==> config.mk <==
export PLATFORM = sky130hd
export DESIGN_NAME = pmc_top
export DESIGN_NICKNAME = d
export VERILOG_FILES = /design/src/hw/pmc_pkg.sv /design/src/hw/pmc_sync2.sv /design/src/hw/pmc_lock_timer.sv /design/src/hw/pmc_top.sv
export VERILOG_INCLUDE_DIRS = /design/src /design/src/hw
export SDC_FILE = /design/constraint.sdc
export NUM_CORES = 1
export LEC_CHECK = 0
export ABC_AREA = 1
export BUFFER_PORTS_ARGS = -buffer_cell sky130_fd_sc_hd__buf_2
export CORE_UTILIZATION = 40
export DETAILED_ROUTE_END_ITERATION = 12
export PLACE_DENSITY = 0.72
export SYNTH_ARGS = -nofsm -noshare
export SYNTH_HDL_FRONTEND = slang
export SYNTH_SLANG_ARGS = --single-unit
==> constraint.sdc <==
create_clock -name clock -period 1.5 [get_ports clock]
set_input_delay 0.3 -clock clock [delete_from_list [all_inputs] [get_ports clock]]
set_output_delay 0.3 -clock clock [all_outputs]
set_load 0.05 [all_outputs]
==> src/hw/pmc_regs.svh <==
`ifndef PMC_REGS_SVH
`define PMC_REGS_SVH
// Functional notes
// - strap pair picks bypass, x6, x12; pattern 11 is reserved.
// - undriven straps read as 00, giving bypass with core clock equal reference.
// - 000000 runs; 001001 cpu stop, enabled irq; 010001 cpu stop, any irq.
// - 011010 stops pll output, 011100 stops pll input; reset-only wake.
// - cpu clock stop takes effect eight to nine cycles after the write.
// - wake by non-enabled irq resumes at stop point, no service routine.
// - wake by enabled irq runs service routine first, then resumes.
// - cpu clock gated at boundary; interrupt logic and transfer engine keep running.
// - pll output stop halts whole chip clock; contents kept.
// - pll input stop halts pll feed; after reset the pll re-locks first; lock wait here only with x6/x12 straps, none in bypass.
// - pll stop modes end only by device reset, never by interrupt.
// - in pll stop modes functional outputs hold last value.
// - gating acts only on reference-derived clocks, not other input clocks.
// - attached emulator masks user power-down until emulator reset or removed.
// - in pll stop modes emulator run or step spins idle; pc writes fail.
`define PMC_CSR_ADDR 12'h000
`define PMC_STAT_ADDR 12'h004
`define PMC_POWERDOWN_FIELD_LSB 10
`define PMC_POWERDOWN_FIELD_MSB 15
`define PMC_POWERDOWN_FIELD_RST 6'h00
`define PMC_CODE_RUN 6'h00
`define PMC_CODE_PD1E 6'h09
`define PMC_CODE_PD1A 6'h11
`define PMC_CODE_PD2 6'h1a
`define PMC_CODE_PD3 6'h1c
`define PMC_PD1_DELAY 4'h8
`define PMC_LOCK_US 75
`define PMC_LOCK_MARGIN_PCT 150
`define PMC_CLK_MHZ 25
`endif

==> src/hw/pmc_pkg.sv <==
package pmc_pkg;
   typedef enum logic [2:0]
   {
      PMC_RUN = 3'b000,
      PMC_PD1_WAIT = 3'b001,
      PMC_PD1 = 3'b010,
      PMC_PD2 = 3'b011,
      PMC_PD3 = 3'b100,
      PMC_LOCK = 3'b101
   } pmc_state_e;
   typedef enum logic [1:0]
   {
      PMC_MULT_X1 = 2'b00,
      PMC_MULT_X6 = 2'b01,
      PMC_MULT_X12 = 2'b10,
      PMC_MULT_RSVD = 2'b11
   } pmc_mult_e;
   typedef struct packed
   {
      logic cpu_clk_en;
      logic chip_clk_en;
      logic pll_in_en;
      logic io_freeze;
      logic emu_spin;
   } pmc_gate_s;
endpackage : pmc_pkg

==> src/hw/pmc_sync2.sv <==
`timescale 1ns/100ps
module pmc_sync2 #(parameter int W = 1)
(
   // clock and reset
   input wire logic clock,
   input wire logic nrst,
   // data
   input wire logic [W-1:0] din,
   output logic [W-1:0] dout
);
   logic [W-1:0] meta_q;
   always_ff @(posedge clock or negedge nrst)
   begin
      if (!nrst)
      begin
         meta_q <= '0;
         dout <= '0;
      end
      else
      begin
         meta_q <= din;
         dout <= meta_q;
      end
   end
endmodule : pmc_sync2

==> src/hw/pmc_lock_timer.sv <==
`timescale 1ns/100ps
module pmc_lock_timer #(parameter int CYCLES = 4688)
(
   // clock and reset
   input wire logic clock,
   input wire logic nrst,
   // control
   input wire logic start,
   output logic busy
);
   logic [15:0] cnt_q;
   logic [15:0] cnt_d;
   always_comb
   begin
      cnt_d = cnt_q;
      if (start)
         cnt_d = 16'(CYCLES);
      else if (cnt_q != 16'h0000)
         cnt_d = cnt_q - 16'h0001;
   end
   always_ff @(posedge clock or negedge nrst)
   begin
      if (!nrst)
         cnt_q <= 16'h0000;
      else
         cnt_q <= cnt_d;
   end
   assign busy = (cnt_q != 16'h0000);
endmodule : pmc_lock_timer

==> src/hw/pmc_top.sv <==
// The register offsets and register access over AHB-Lite are this design's own decisions.
`timescale 1ns/100ps
`include "pmc_regs.svh"
module pmc_top #(
   parameter int LOCK_CYCLES = (`PMC_LOCK_US * `PMC_CLK_MHZ * (100 + `PMC_LOCK_MARGIN_PCT)) / 100
)
(
   // clock and reset
   input wire logic clock,
   input wire logic nrst,
   // ahb-lite slave
   input wire logic hsel,
   input wire logic [11:0] haddr,
   input wire logic [1:0] htrans,
   input wire logic hwrite,
   input wire logic [2:0] hsize,
   input wire logic [31:0] hwdata,
   input wire logic hready,
   output logic hreadyout,
   output logic hresp,
   output logic [31:0] hrdata,
   // strap pins
   input wire logic pll_mult_select_hi,
   input wire logic pll_mult_select_lo,
   // interrupt and emulator status
   input wire logic irq_pending,
   input wire logic irq_enabled,
   input wire logic emu_attached,
   // clock control outputs
   output logic [1:0] pll_mult,
   output logic pll_bypass,
   output logic cpu_clk_en,
   output logic chip_clk_en,
   output logic pll_in_en,
   output logic io_freeze,
   output logic emu_spin,
   output logic isr_request,
   output logic clocks_valid
);
   // ************************************************************
   // pin synchronisers
   // ************************************************************
   logic [1:0] strap_s;
   logic emu_s;
   pmc_sync2 #(.W(2)) u_strap_sync
   (
      .clock(clock),
      .nrst(nrst),
      .din({pll_mult_select_hi, pll_mult_select_lo}),
      .dout(strap_s)
   );
   pmc_sync2 #(.W(1)) u_emu_sync
   (
      .clock(clock),
      .nrst(nrst),
      .din(emu_attached),
      .dout(emu_s)
   );

   // ************************************************************
   // strap capture after reset
   // ************************************************************
   logic [1:0] mult_q;
   logic [1:0] mult_d;
   logic [1:0] cap_q;
   logic [1:0] cap_d;
   logic lock_start;
   logic lock_busy;
   always_comb
   begin
      mult_d = mult_q;
      cap_d = cap_q;
      lock_start = 1'b0;
      if (cap_q != 2'h3)
         cap_d = cap_q + 2'h1;
      // strap decode, reserved maps to bypass
      if (cap_q == 2'h2)
      begin
         mult_d = (strap_s == pmc_pkg::PMC_MULT_RSVD) ? pmc_pkg::PMC_MULT_X1 : strap_s;
         // pll locks after every reset in multiply mode
         lock_start = (strap_s == pmc_pkg::PMC_MULT_X6) || (strap_s == pmc_pkg::PMC_MULT_X12);
      end
   end
   always_ff @(posedge clock or negedge nrst)
   begin
      if (!nrst)
      begin
         mult_q <= 2'h0;
         cap_q <= 2'h0;
      end
      else
      begin
         mult_q <= mult_d;
         cap_q <= cap_d;
      end
   end
   pmc_lock_timer #(.CYCLES(LOCK_CYCLES)) u_lock
   (
      .clock(clock),
      .nrst(nrst),
      .start(lock_start),
      .busy(lock_busy)
   );

   // ************************************************************
   // ahb-lite slave
   // ************************************************************
   logic ap_wr_q;
   logic ap_wr_d;
   logic ap_rd_q;
   logic ap_rd_d;
   logic [11:0] ap_addr_q;
   logic [11:0] ap_addr_d;
   logic [5:0] powerdown_field_q;
   logic [5:0] powerdown_field_d;
   logic powerdown_field_wr;
   logic [31:0] rdata_q;
   logic [31:0] rdata_d;
   pmc_pkg::pmc_state_e st_q;
   pmc_pkg::pmc_state_e st_d;
   always_comb
   begin
      ap_wr_d = 1'b0;
      ap_rd_d = 1'b0;
      ap_addr_d = ap_addr_q;
      powerdown_field_d = powerdown_field_q;
      powerdown_field_wr = 1'b0;
      rdata_d = 32'h0000_0000;
      if (hsel && hready && htrans[1])
      begin
         ap_wr_d = hwrite;
         ap_rd_d = !hwrite;
         ap_addr_d = haddr;
         if (!hwrite && haddr == `PMC_CSR_ADDR)
            rdata_d = {16'h0000, powerdown_field_q, 10'h000};
         else if (!hwrite && haddr == `PMC_STAT_ADDR)
            rdata_d = {23'h000000, lock_busy, emu_s, mult_q, st_q, 1'b0};
      end
      // whole field written at once, reserved bit kept zero
      if (ap_wr_q && ap_addr_q == `PMC_CSR_ADDR)
      begin
         powerdown_field_d = {1'b0, hwdata[`PMC_POWERDOWN_FIELD_MSB-1:`PMC_POWERDOWN_FIELD_LSB]};
         powerdown_field_wr = 1'b1;
      end
      // wake clears field so cpu resumes normally
      if (st_q == pmc_pkg::PMC_PD1 && st_d == pmc_pkg::PMC_RUN)
         powerdown_field_d = `PMC_POWERDOWN_FIELD_RST;
   end
   always_ff @(posedge clock or negedge nrst)
   begin
      if (!nrst)
      begin
         ap_wr_q <= 1'b0;
         ap_rd_q <= 1'b0;
         ap_addr_q <= 12'h000;
         powerdown_field_q <= `PMC_POWERDOWN_FIELD_RST;
         rdata_q <= 32'h0000_0000;
      end
      else
      begin
         ap_wr_q <= ap_wr_d;
         ap_rd_q <= ap_rd_d;
         ap_addr_q <= ap_addr_d;
         powerdown_field_q <= powerdown_field_d;
         rdata_q <= rdata_d;
      end
   end

   // ************************************************************
   // power-down state machine
   // ************************************************************
   logic [3:0] dly_q;
   logic [3:0] dly_d;
   logic isr_d;
   always_comb
   begin
      st_d = st_q;
      dly_d = dly_q;
      isr_d = 1'b0;
      case (st_q)
         pmc_pkg::PMC_RUN:
         begin
            if (powerdown_field_wr && !emu_s)
            begin
               case (hwdata[`PMC_POWERDOWN_FIELD_MSB:`PMC_POWERDOWN_FIELD_LSB])
                  `PMC_CODE_PD1E, `PMC_CODE_PD1A:
                  begin
                     st_d = pmc_pkg::PMC_PD1_WAIT;
                     dly_d = `PMC_PD1_DELAY - 4'h1;
                  end
                  `PMC_CODE_PD2: st_d = pmc_pkg::PMC_PD2;
                  `PMC_CODE_PD3: st_d = pmc_pkg::PMC_PD3;
                  default: st_d = pmc_pkg::PMC_RUN;
               endcase
            end
         end
         pmc_pkg::PMC_PD1_WAIT:
         begin
            // count to eight cycles after the write
            if (dly_q == 4'h0)
               st_d = pmc_pkg::PMC_PD1;
            else
               dly_d = dly_q - 4'h1;
         end
         pmc_pkg::PMC_PD1:
         begin
            if (emu_s)
               st_d = pmc_pkg::PMC_RUN;
            else if (irq_pending && irq_enabled)
            begin
               st_d = pmc_pkg::PMC_RUN;
               isr_d = 1'b1;
            end
            else if (irq_pending && powerdown_field_q == `PMC_CODE_PD1A)
               st_d = pmc_pkg::PMC_RUN;
         end
         // pll stop states left only by reset
         pmc_pkg::PMC_PD2: st_d = pmc_pkg::PMC_PD2;
         pmc_pkg::PMC_PD3: st_d = pmc_pkg::PMC_PD3;
         pmc_pkg::PMC_LOCK: st_d = pmc_pkg::PMC_RUN;
         default: st_d = pmc_pkg::PMC_RUN;
      endcase
   end
   always_ff @(posedge clock or negedge nrst)
   begin
      if (!nrst)
      begin
         st_q <= pmc_pkg::PMC_RUN;
         dly_q <= 4'h0;
      end
      else
      begin
         st_q <= st_d;
         dly_q <= dly_d;
      end
   end

   // ************************************************************
   // registered outputs
   // ************************************************************
   pmc_pkg::pmc_gate_s gate_d;
   pmc_pkg::pmc_gate_s gate_q;
   always_comb
   begin
      // only cpu boundary gated in cpu stop
      gate_d.cpu_clk_en = !(st_d == pmc_pkg::PMC_PD1 || st_d == pmc_pkg::PMC_PD2
                            || st_d == pmc_pkg::PMC_PD3);
      // pll output stop halts chip, io frozen
      gate_d.chip_clk_en = !(st_d == pmc_pkg::PMC_PD2 || st_d == pmc_pkg::PMC_PD3);
      gate_d.io_freeze = (st_d == pmc_pkg::PMC_PD2 || st_d == pmc_pkg::PMC_PD3);
      gate_d.pll_in_en = (st_d != pmc_pkg::PMC_PD3);
      gate_d.emu_spin = gate_d.io_freeze;
   end
   always_ff @(posedge clock or negedge nrst)
   begin
      if (!nrst)
      begin
         gate_q <= '{1'b1, 1'b1, 1'b1, 1'b0, 1'b0};
         isr_request <= 1'b0;
         clocks_valid <= 1'b0;
         pll_mult <= 2'h0;
         pll_bypass <= 1'b1;
      end
      else
      begin
         gate_q <= gate_d;
         isr_request <= isr_d;
         clocks_valid <= (cap_q == 2'h3) && !lock_busy && !lock_start;
         pll_mult <= mult_q;
         pll_bypass <= (mult_q == pmc_pkg::PMC_MULT_X1);
      end
   end
   assign cpu_clk_en = gate_q.cpu_clk_en;
   assign chip_clk_en = gate_q.chip_clk_en;
   assign pll_in_en = gate_q.pll_in_en;
   assign io_freeze = gate_q.io_freeze;
   assign emu_spin = gate_q.emu_spin;
   assign hrdata = rdata_q;
   assign hreadyout = 1'b1;
   assign hresp = 1'b0;

   // ************************************************************
   // assertions
   // ************************************************************
   // stop follows write by eight cycles
   pd1_delay_a: assert property (@(posedge clock) disable iff (!nrst)
      $rose(st_q == pmc_pkg::PMC_PD1_WAIT) |-> ##8 (st_q == pmc_pkg::PMC_PD1))
      else $error("cpu stop not entered eight cycles after write");
   pll_stop_hold_a: assert property (@(posedge clock) disable iff (!nrst)
      (st_q == pmc_pkg::PMC_PD2) |=> (st_q == pmc_pkg::PMC_PD2))
      else $error("pll output stop left without reset");
   pd3_hold_a: assert property (@(posedge clock) disable iff (!nrst)
      (st_q == pmc_pkg::PMC_PD3) |=> !pll_in_en)
      else $error("pll input not stopped");
   cpu_gate_a: assert property (@(posedge clock) disable iff (!nrst)
      (st_q == pmc_pkg::PMC_PD1) |-> (!cpu_clk_en && chip_clk_en))
      else $error("cpu stop gating wrong");
   chip_gate_a: assert property (@(posedge clock) disable iff (!nrst)
      (st_q == pmc_pkg::PMC_PD2) |-> (!chip_clk_en && io_freeze && emu_spin))
      else $error("pll output stop gating wrong");
   emu_mask_a: assert property (@(posedge clock) disable iff (!nrst)
      (st_q == pmc_pkg::PMC_RUN && emu_s) |=> (st_q == pmc_pkg::PMC_RUN))
      else $error("power-down entered with emulator attached");
   rsvd_code_a: assert property (@(posedge clock) disable iff (!nrst)
      (st_q == pmc_pkg::PMC_RUN && powerdown_field_wr && !(hwdata[15:10] inside {`PMC_CODE_PD1E,
         `PMC_CODE_PD1A, `PMC_CODE_PD2, `PMC_CODE_PD3}))
      |=> (st_q == pmc_pkg::PMC_RUN))
      else $error("reserved code stopped clocks");
   isr_wake_a: assert property (@(posedge clock) disable iff (!nrst)
      (st_q == pmc_pkg::PMC_PD1 && irq_pending && irq_enabled && !emu_s)
      |=> (isr_request && cpu_clk_en))
      else $error("enabled wake did not request service routine");
   pd1_cov_c: cover property (@(posedge clock) disable iff (!nrst)
      st_q == pmc_pkg::PMC_PD1 ##1 st_q == pmc_pkg::PMC_RUN);
   pd2_cov_c: cover property (@(posedge clock) disable iff (!nrst)
      st_q == pmc_pkg::PMC_PD2);
   pd3_cov_c: cover property (@(posedge clock) disable iff (!nrst)
      st_q == pmc_pkg::PMC_PD3);
endmodule : pmc_top

# Yosys cells after proc, flatten, opt, wreduce, memory -nomap -nowiden
# Index checks and enable logic that the tools add are counted.
dict set report classes {
  add_sub_neg 3
  n_mux 25
  reduce_logical 33
  n_eq_ne 23
}
# operator n
set ops {}
lappend ops {{two-way mux 16 bit} 4}
lappend ops {{equality test 6 x 5 -> 1 bit (second input constant)} 4}
lappend ops {{zero test 12 bit} 2}
lappend ops {{nonzero test 16 bit} 1}
lappend ops {{subtractor 16 x 1 -> 16 bit (second input constant)} 1}
lappend ops {{two-way mux 3 bit} 5}
lappend ops {{case mux 3 bit (5 select lines)} 1}
lappend ops {{equality test 12 x 3 -> 1 bit (second input constant)} 1}
lappend ops {{equality test 3 x 2 -> 1 bit (second input constant)} 4}
lappend ops {{two-way mux 4 bit} 3}
lappend ops {{two-way mux 6 bit} 2}
lappend ops {{logical AND 1 bit} 11}
lappend ops {{case mux 3 bit (3 select lines)} 1}
lappend ops {{equality test 2 bit (second input constant)} 4}
lappend ops {{two-way mux 8 bit} 1}
lappend ops {{case mux 4 bit (2 select lines)} 1}
lappend ops {{equality test 3 bit (second input constant)} 2}
lappend ops {{equality test 6 x 4 -> 1 bit (second input constant)} 1}
lappend ops {{zero test 1 bit} 6}
lappend ops {{zero test 3 bit} 2}
lappend ops {{two-way mux 1 bit} 6}
lappend ops {{inequality test 2 bit (second input constant)} 3}
lappend ops {{nonzero test 2 bit} 3}
lappend ops {{zero test 4 bit} 1}
lappend ops {{11 further kinds} 14}
dict set report totals {
  out_inout_bits 44
  regBits 93
}

# Longest topological paths before layout
# Gate-level depths: netlist of run 1.
dict set report depth {
  ltp_word 10
  depth_mapped 10
  mapped_depth_nobuf 10
}

# By module
# Synthesis of run 1 repeated with hierarchy kept, for this count alone.
dict set report unflattened {
  hier_cells 453
  area_unflattened_um2 3687.3
}
# mod area_per_inst_um2 n_inst cells_per_inst
set by_module_without_submodules {}
lappend by_module_without_submodules {pmc_top 2484.9 1 293}
lappend by_module_without_submodules {pmc_lock_timer 1052.3 1 154}
lappend by_module_without_submodules {{pmc_sync2 (u_strap_sync)} 100.1 1 4}
lappend by_module_without_submodules {{pmc_sync2 (u_emu_sync)} 50.0 1 2}

# Least setup slack after synthesis of run 1
# Ideal clock, no wire load.
dict set report synth_path {
  path_type {reg2reg}
  start {reg u_strap_sync.dout[0]}
  end {reg u_lock.cnt_q[1]}
  stages_incl_launch_ff 9
  arrival_ns 1.342
  required_time_ns 1.366
  synth_period_minus_slack_ns 1.476
  path_buffers 0
  slack_ns 0.024
  cell_sequence {dfrtp_1 > inv_1 > ha_1 > nor2_8 > inv_2 > nand3_4 > inv_6 > nand2_2 > o211ai_1}
}
dict set report synth_between {
  elab_chain_cells 4
}
# element line
set synth_rtl {}
lappend synth_rtl {{from (decl)} pmc_sync2.sv:9} ;# output logic [W-1:0] dout
lappend synth_rtl {{from (signal assigned)} pmc_sync2.sv:22} ;# dout <= meta_q;
lappend synth_rtl {{equality test 2 x 1 -> 1 bit / equality test 2 bit (equally long branches)} pmc_top.sv:81} ;# lock_start = (strap_s == pmc_pkg::PMC_MULT_X6) || (strap_s == pmc_pkg::PMC_MULT_X12);
lappend synth_rtl {{logical OR 1 bit (*)} pmc_top.sv:81}
lappend synth_rtl {{two-way mux 1 bit (*)} pmc_top.sv:77} ;# if (cap_q == 2'h2)
lappend synth_rtl {{two-way mux 16 bit / nonzero test 2 bit (equally long branches)} n/a}
lappend synth_rtl {{to (signal assigned)} pmc_lock_timer.sv:26} ;# cnt_q <= cnt_d;
lappend synth_rtl {{to (decl)} pmc_lock_timer.sv:11} ;# logic [15:0] cnt_q;
# Every way passes the cells marked *; elsewhere a longest branch is shown, timed or not.
# A chain may end at the register's enable or synchronous reset.

# Worst setup path after layout of run 1
dict set report layout_path {
  start {reg dly_q[1]}
  end {reg powerdown_field_q[1]}
}
dict set report layout_between {
  elab_chain_cells 6
}
# element line
set layout_rtl {}
lappend layout_rtl {{from (decl)} pmc_top.sv:172} ;# logic [3:0] dly_q;
lappend layout_rtl {{from (signal assigned)} pmc_top.sv:234} ;# dly_q <= dly_d;
lappend layout_rtl {{zero test 4 bit (*)} pmc_top.sv:200} ;# if (dly_q == 4'h0)
lappend layout_rtl {{two-way mux 3 bit (*)} pmc_top.sv:200}
lappend layout_rtl {{case mux 3 bit (5 select lines) (*)} pmc_top.sv:180} ;# case (st_q)
lappend layout_rtl {{net st_d[0]} pmc_top.sv:120} ;# pmc_pkg::pmc_state_e st_d;
lappend layout_rtl {{zero test 3 bit (*)} pmc_top.sv:146} ;# if (st_q == pmc_pkg::PMC_PD1 && st_d == pmc_pkg::PMC_RUN)
lappend layout_rtl {{logical AND 1 bit (*)} pmc_top.sv:146}
lappend layout_rtl {{two-way mux 6 bit / nonzero test 2 bit (equally long branches)} n/a}
lappend layout_rtl {{to (signal assigned)} pmc_top.sv:156} ;# powerdown_field_q <= `PMC_POWERDOWN_FIELD_RST;
lappend layout_rtl {{to (signal assigned)} pmc_top.sv:164} ;# powerdown_field_q <= powerdown_field_d;
lappend layout_rtl {{to (decl)} pmc_top.sv:114} ;# logic [5:0] powerdown_field_q;
# The timed path passes the listed nets; every way through them passes the cells marked *.

==> flow_summary.ini, run 1 <==
[run_status]
status = completed

[final_layout]
final_core_util = 0.498
layout_commonest_cell = dfrtp_1
final_layout_size_suffix_gt1_frac = 0.300
n_fill_cell = 792
layout_common_cells = dfrtp_1 (65), nand2_1 (64), inv_1 (54), buf_2 (50), nor2_1 (44)
antenna_cells = 0
final_cells = 591
synthToLayoutAreaGrowth_pct = 20.9
nNetsFinal = 544

[pwr]
p_sw_frac = 0.327
pwr-share-comb = 0.235
internal_power_mw = 3.69
power_mw = 5.49
clkPwrFrac = 0.304
peakVddDrop_mv = 0.533
cellPowerDensity_nw_per_um2 = 1260
p_sw_mw = 1.79
p_leak_nw = 2.26
seq_power_share = 0.461

[setup_path]
endpoint_kind = flip-flop
crit_start = dly_q[1]
required_ns = 1.73
rr_startpoint = dly_q[1]
critPathArrivalTime_ns = 1.66
cp_max_fo = 5
startpoint_type = flip-flop
crit_type = reg2reg

[logic_synthesis]
synth-seq-cells = 72
synth_edf_count = 0
ys_seq_area_frac = 0.503
synth_cells = 408
syn_area_um2 = 3590
ys.flop_type = dfrtp_1
async_flop_share = 1.00
synth_warnings = 0
avgSynthCellArea_um2 = 8.80
synth_cell_type_count = 38

[timing]
finClkSkew_ns = 0.0129
rsz0062_at_grt = yes
hold_viol_final = 0
setup_tns_ns = 0
min_period_ns = 1.43
drv_slew = 0
clock.fmax_mhz = 700
setup_viol = 0
period_share = 0.953
setup_ws_ns = 0.0706

[min_path]
hold_start = pll_mult_select_hi
hp-class = in2reg

[place]
place_congestion = 0.856
dp_hpwl_mm = 5.07
post-place-ws_ns = 0.0248
dp_cells = 573
port-buffer-count = 50

[clock_tree]
cts_buffers = 9
clk_pin_slew_ns = 0.08
cts_buffer_depth = 2
cts.sinks = 72
cts-htree-levels = 3
clkLatencyLatePin_ns = 0.34
cts_tree = done
cts-root-buf = clkbuf_8

[global_routing]
grt_max_degree = 73
grtUsageTotal = 0.158
grt_pass1_wl_mm = 12.0
gr-total-overflow = 0
first_global_vias = 2647
grt.met2_usage = 0.250
met1_usage = 0.211
busiest_layer = met2
met3_usage = 0.0303
antenna_found_initial = 0

[route]
drc = 0
final_antenna_net_count = 0
wire_per_inst_um = 11.9
routed_via_density = 4.68
vias = 2765
wl_mm = 7.02
drt_pass1_iterations = 4
drt_iter0_drc = 133

[floorplan]
initial_utilization = 0.412
die_h_um = 96.8
die_w_um = 96.8
die_area_um2 = 9360
rows = 34
core_area_um2 = 8720
ios = 103

[flow_run]
drv_cap = 0
per-layer routing:
metal	wire length (um)	vias to the layer above	part of all wire
li1	-	1387	-
met1	3230	1304	0.46
met5	0	-	0
met3	234	15	0.033
met4	140	0	0.020
met2	3410	59	0.49
timing repair:
item	in CTS	in global routing
hold buffers	1	0
setup endpoints to repair	0	23
buffers inserted	0	2
resized for setup	0	35
endpoints found under the hold margin	68	0
cell families after synthesis:
family,count (synthesis),share of synthesized area
DFF,72,0.503
xor gates and xnor gates,9,0.0219
adders and majority gates,6,0.0209
AOI/OAI and AO/OA,39,0.0557
other,2,0.00209
and+or+nand+nor,191,0.277
buffers and inverters,89,0.120
final cells by class:
cell class                      instances  area (um2)  share of cell area
Clock buffer                           10         138              0.0317
Clock inverter                          5        81.3              0.0187
Inverter                               62         243              0.0559
Multi-Input combinational cell        267        1540               0.355
Sequential cell                        72        1810               0.417
Tap cell                              108         135              0.0311
Timing Repair Buffer                   67         393              0.0905
power by group through the flow:
stage                     combinational [mW]  sequential [mW]  clock [mW]
after global placement                  1.13             2.50           0
after global routing                    1.47             2.58        1.78
after floorplan                        0.906             2.46           0
after detailed placement                1.18             2.51           0
after CTS                               1.18             2.48        1.71
final                                   1.29             2.53        1.67
stage by stage:
step | hold WS [ns] | cell area, um2
after floorplan | 0.00441 | 3670
after global placement | 0.332 | 3980
after detailed placement | 0.336 | 3980
after CTS | 0.0466 | 4210
after global routing | 0.0432 | 4340
final | 0.0640 | 4340
worst max-delay path: stages (launching register included):
cell and delay (ns):
dfrtp_1 0.39, inv_1 0.12, ha_4 0.16, nand2_2 0.07
o21ai_2 0.15, nand3_2 0.13, nor2_4 0.20, a21oi_1 0.10
state kept, by name, indices dropped and copies added, names as in the netlist, 3 cells and up:
name / count
ap_addr_q: 12
dly_q: 4
hrdata: 12
powerdown_field_q: 5
st_q: 3
u_lock.cnt_q: 16
path summary, 6_finish.rpt:
kind | to | slack [ns] | depth (start not counted)
max in group asynchronous | pll_bypass | 0.66 | 3
worst max-delay path | powerdown_field_q[1] | 0.07 | 7
worst min-delay path | u_strap_sync.meta_q[1] | 0.06 | 1
worst max register to register | powerdown_field_q[1] | 0.07 | 7
worst min register to register | u_strap_sync.dout[1] | 0.36 | 0
min in group asynchronous | hrdata[12] | 0.51 | 3
cells in the mapped netlist (all sizes together), types with 5 or more instances:
master  count  area [um2]
inv        62         238
ha          6        75.1
a21oi       8        40.0
nand4      10        62.6
xor2        5        43.8
nand2      71         284
o21ai      29         145
buf        26         188
nand3      15        97.6
nor3       20         130
nor2       59         270
dfrtp      68        1700
(Power assumes the default switching activity.)
==> run 2, diff against run 1 <==
- PLACE_DENSITY: 0.72 -> 0.69
- clock period: 1.5 -> 1.4 ns (I/O delays scaled with it)
==> run 2 against run 1 <==
The run now ends with negative setup slack left. Register-to-register slack got worse by 0.09 ns. Power increased by 18%. Count of clock-buffer cells in the layout is the same. Highest routed layer unchanged. Critical endpoint is now powerdown_field_q[4]. Critical path depth up 2. Sequential power grew 9.9%. Sequential cell count stayed put. Sequential share of layout area decreased by 3.0 points. First-iteration DRC count shrank 41%. Design area grew 7.9%. Non-clock buffer count increased by 20. Global-route usage is 0.89 points higher. Via count up 2.4%.
==> flow_summary.ini, run 2 (synthesis results as in run 1) <==
[floorplan]
ios = 103
die_w_um = 96.8
die_h_um = 96.8
initial_utilization = 0.412
rows = 34
core_area_um2 = 8720
die_area_um2 = 9360

[route]
dr_wl_met3_um = 239
wl_met1_mm = 3.34
routed.top_layer = met4
drt_iter0_drc = 79
drt_pass1_iterations = 4
final_antenna_net_count = 0
drc = 0
wl_mm = 7.45
routed_via_density = 4.63
vias = 2832
dr_wl_met2_mm = 3.71
wire_per_inst_um = 12.2

[place]
post-place-ws_ns = -0.0562
postPlaceCellArea_um2 = 4120
port-buffer-count = 50
dp_hpwl_mm = 5.20
place_congestion = 0.849

[run_status]
violations = negative setup slack
status = finished with violations

[setup_path]
rr_startpoint = ap_addr_q[8]
critical_path.top_delay_family = simple AND/OR/NAND/NOR gates
cpPeakStageDelay_ns = 0.41
cp_max_fo = 5
crit_type = reg2reg
crit_path_top_delay_cell = dfrtp_1
cp_num_cells = 9
endpoint_kind = flip-flop
critPathArrivalTime_ns = 1.69
path_cells = inv_1 -> nand2_1 -> nor2_1 -> nand2_1 -> nor2_4 -> nand3_2 -> nand3_4 -> nor2_4 -> a21oi_1
crit_buf_inv = 1
reg2reg_depth = 9
startpoint_type = flip-flop
required_ns = 1.67
crit_start = ap_addr_q[8]

[clock_tree]
cts.sinks = 72
cts-htree-levels = 3
cts-root-buf = clkbuf_8
clk_pin_slew_ns = 0.08
clkLatencyLatePin_ns = 0.35
cts_buffer_depth = 2
cts_buffers = 9
cts_tree = done

[timing]
hold_viol_final = 0
worst_slew_pin_slew_ns = 0.570
finClkSkew_ns = 0.0102
setup_ws_ns = -0.0219
clock.fmax_mhz = 703
drv_slew = 0
min_period_ns = 1.42
period_share = 1.02
rsz0062_at_grt = yes
setup_viol = 1
slew-limit-headroom = 0.620

[pwr]
peakVddDrop_mv = 1.05
p_leak_nw = 2.40
cellPowerDensity_nw_per_um2 = 1390

[final_layout]
layout_commonest_cell = dfrtp_1
largest_reg_flops = 16
nNetsFinal = 564
stdcell_area_um2 = 4680
regMostFlops = u_lock.cnt_q
final_layout_size_suffix_gt1_frac = 0.369
synthToLayoutAreaGrowth_pct = 30.4
antenna_cells = 0
layout_common_cells = dfrtp_1 (62), nand2_1 (61), inv_1 (52), buf_2 (46), buf_4 (36)

[min_path]
hold_start = pll_mult_select_hi
whs_path_depth = 1
hp-class = in2reg

[global_routing]
grt_pass1_wl_mm = 12.5
first_global_vias = 2796
gr-total-overflow = 0
grtUsageTotal = 0.167
grt_max_degree = 30
antenna_found_initial = 0

[flow_run]
drv_cap = 0
## run 2: cell count changes in the layout (fill, tap and decap cells not counted), sizes merged
cell	change
buf	+20
clkinv	-2
inv	+2
bufinv	+1
## run 2: worst register-to-register path: stages (launching register included)
cell	delay [ns]
dfrtp_1	0.41
inv_1	0.07
nand2_1	0.06
nor2_1	0.09
nand2_1	0.09
nor2_4	0.14
nand3_2	0.13
nand3_4	0.13
nor2_4	0.06
a21oi_1	0.15
## run 2: metal layers
layer,global-route usage,up-vias
met5,0,-
met4,0.0804,0
met3,0.0354,16
met2,0.277,61
met1,0.207,1327
li1,-,1428
## run 2: timing repair
| item | in CTS | in global routing |
|---|---|---|
| buffers inserted | 1 | 8 |
| hold buffers | 1 | 0 |
| endpoints found under the hold margin | 12 | 0 |
| gates resized for setup | 15 | 59 |
| endpoints found under the setup margin | 19 | 33 |
| pin swaps | 4 | 9 |
## run 2: through the flow
step	total power [mW]	utilization	TNS, ns	std cells	hold slack [ns]
after floorplan	3.62	-	0	428	-0.0156
after global placement	3.96	0.472	-0.0686	586	0.307
after detailed placement	4.01	0.472	-0.297	586	0.312
after CTS	6.09	0.508	-0.0187	604	0.0213
after global routing	6.86	0.537	-1.63	612	0.0134
final	6.50	0.537	-0.0219	612	0.0343
## run 2: final timing paths
kind	to	slack, ns
setup / recovery	powerdown_field_q[4]	-0.02
hold / removal	u_strap_sync.meta_q[1]	0.03
setup reg to reg	powerdown_field_q[4]	-0.02
hold reg to reg	u_strap_sync.dout[0]	0.36
max in group asynchronous	u_lock.cnt_q[5]	0.44
min in group asynchronous	hrdata[7]	0.45
## run 2: final cells by class
| type | count | area (um2) |
|---|---|---|
| multi-input combinational | 267 | 1660 |
| tap | 108 | 135 |
| clock inverter | 6 | 115 |
| inverter | 62 | 245 |
| clock buffer | 10 | 128 |
| sequential | 72 | 1810 |
| fill | 740 | 4040 |
| timing repair buffer | 87 | 582 |
## run 2: power breakdown
part,switching (mW),internal (mW)
logic,0.994,0.706
registers,0.389,2.39
clock network,0.824,1.20
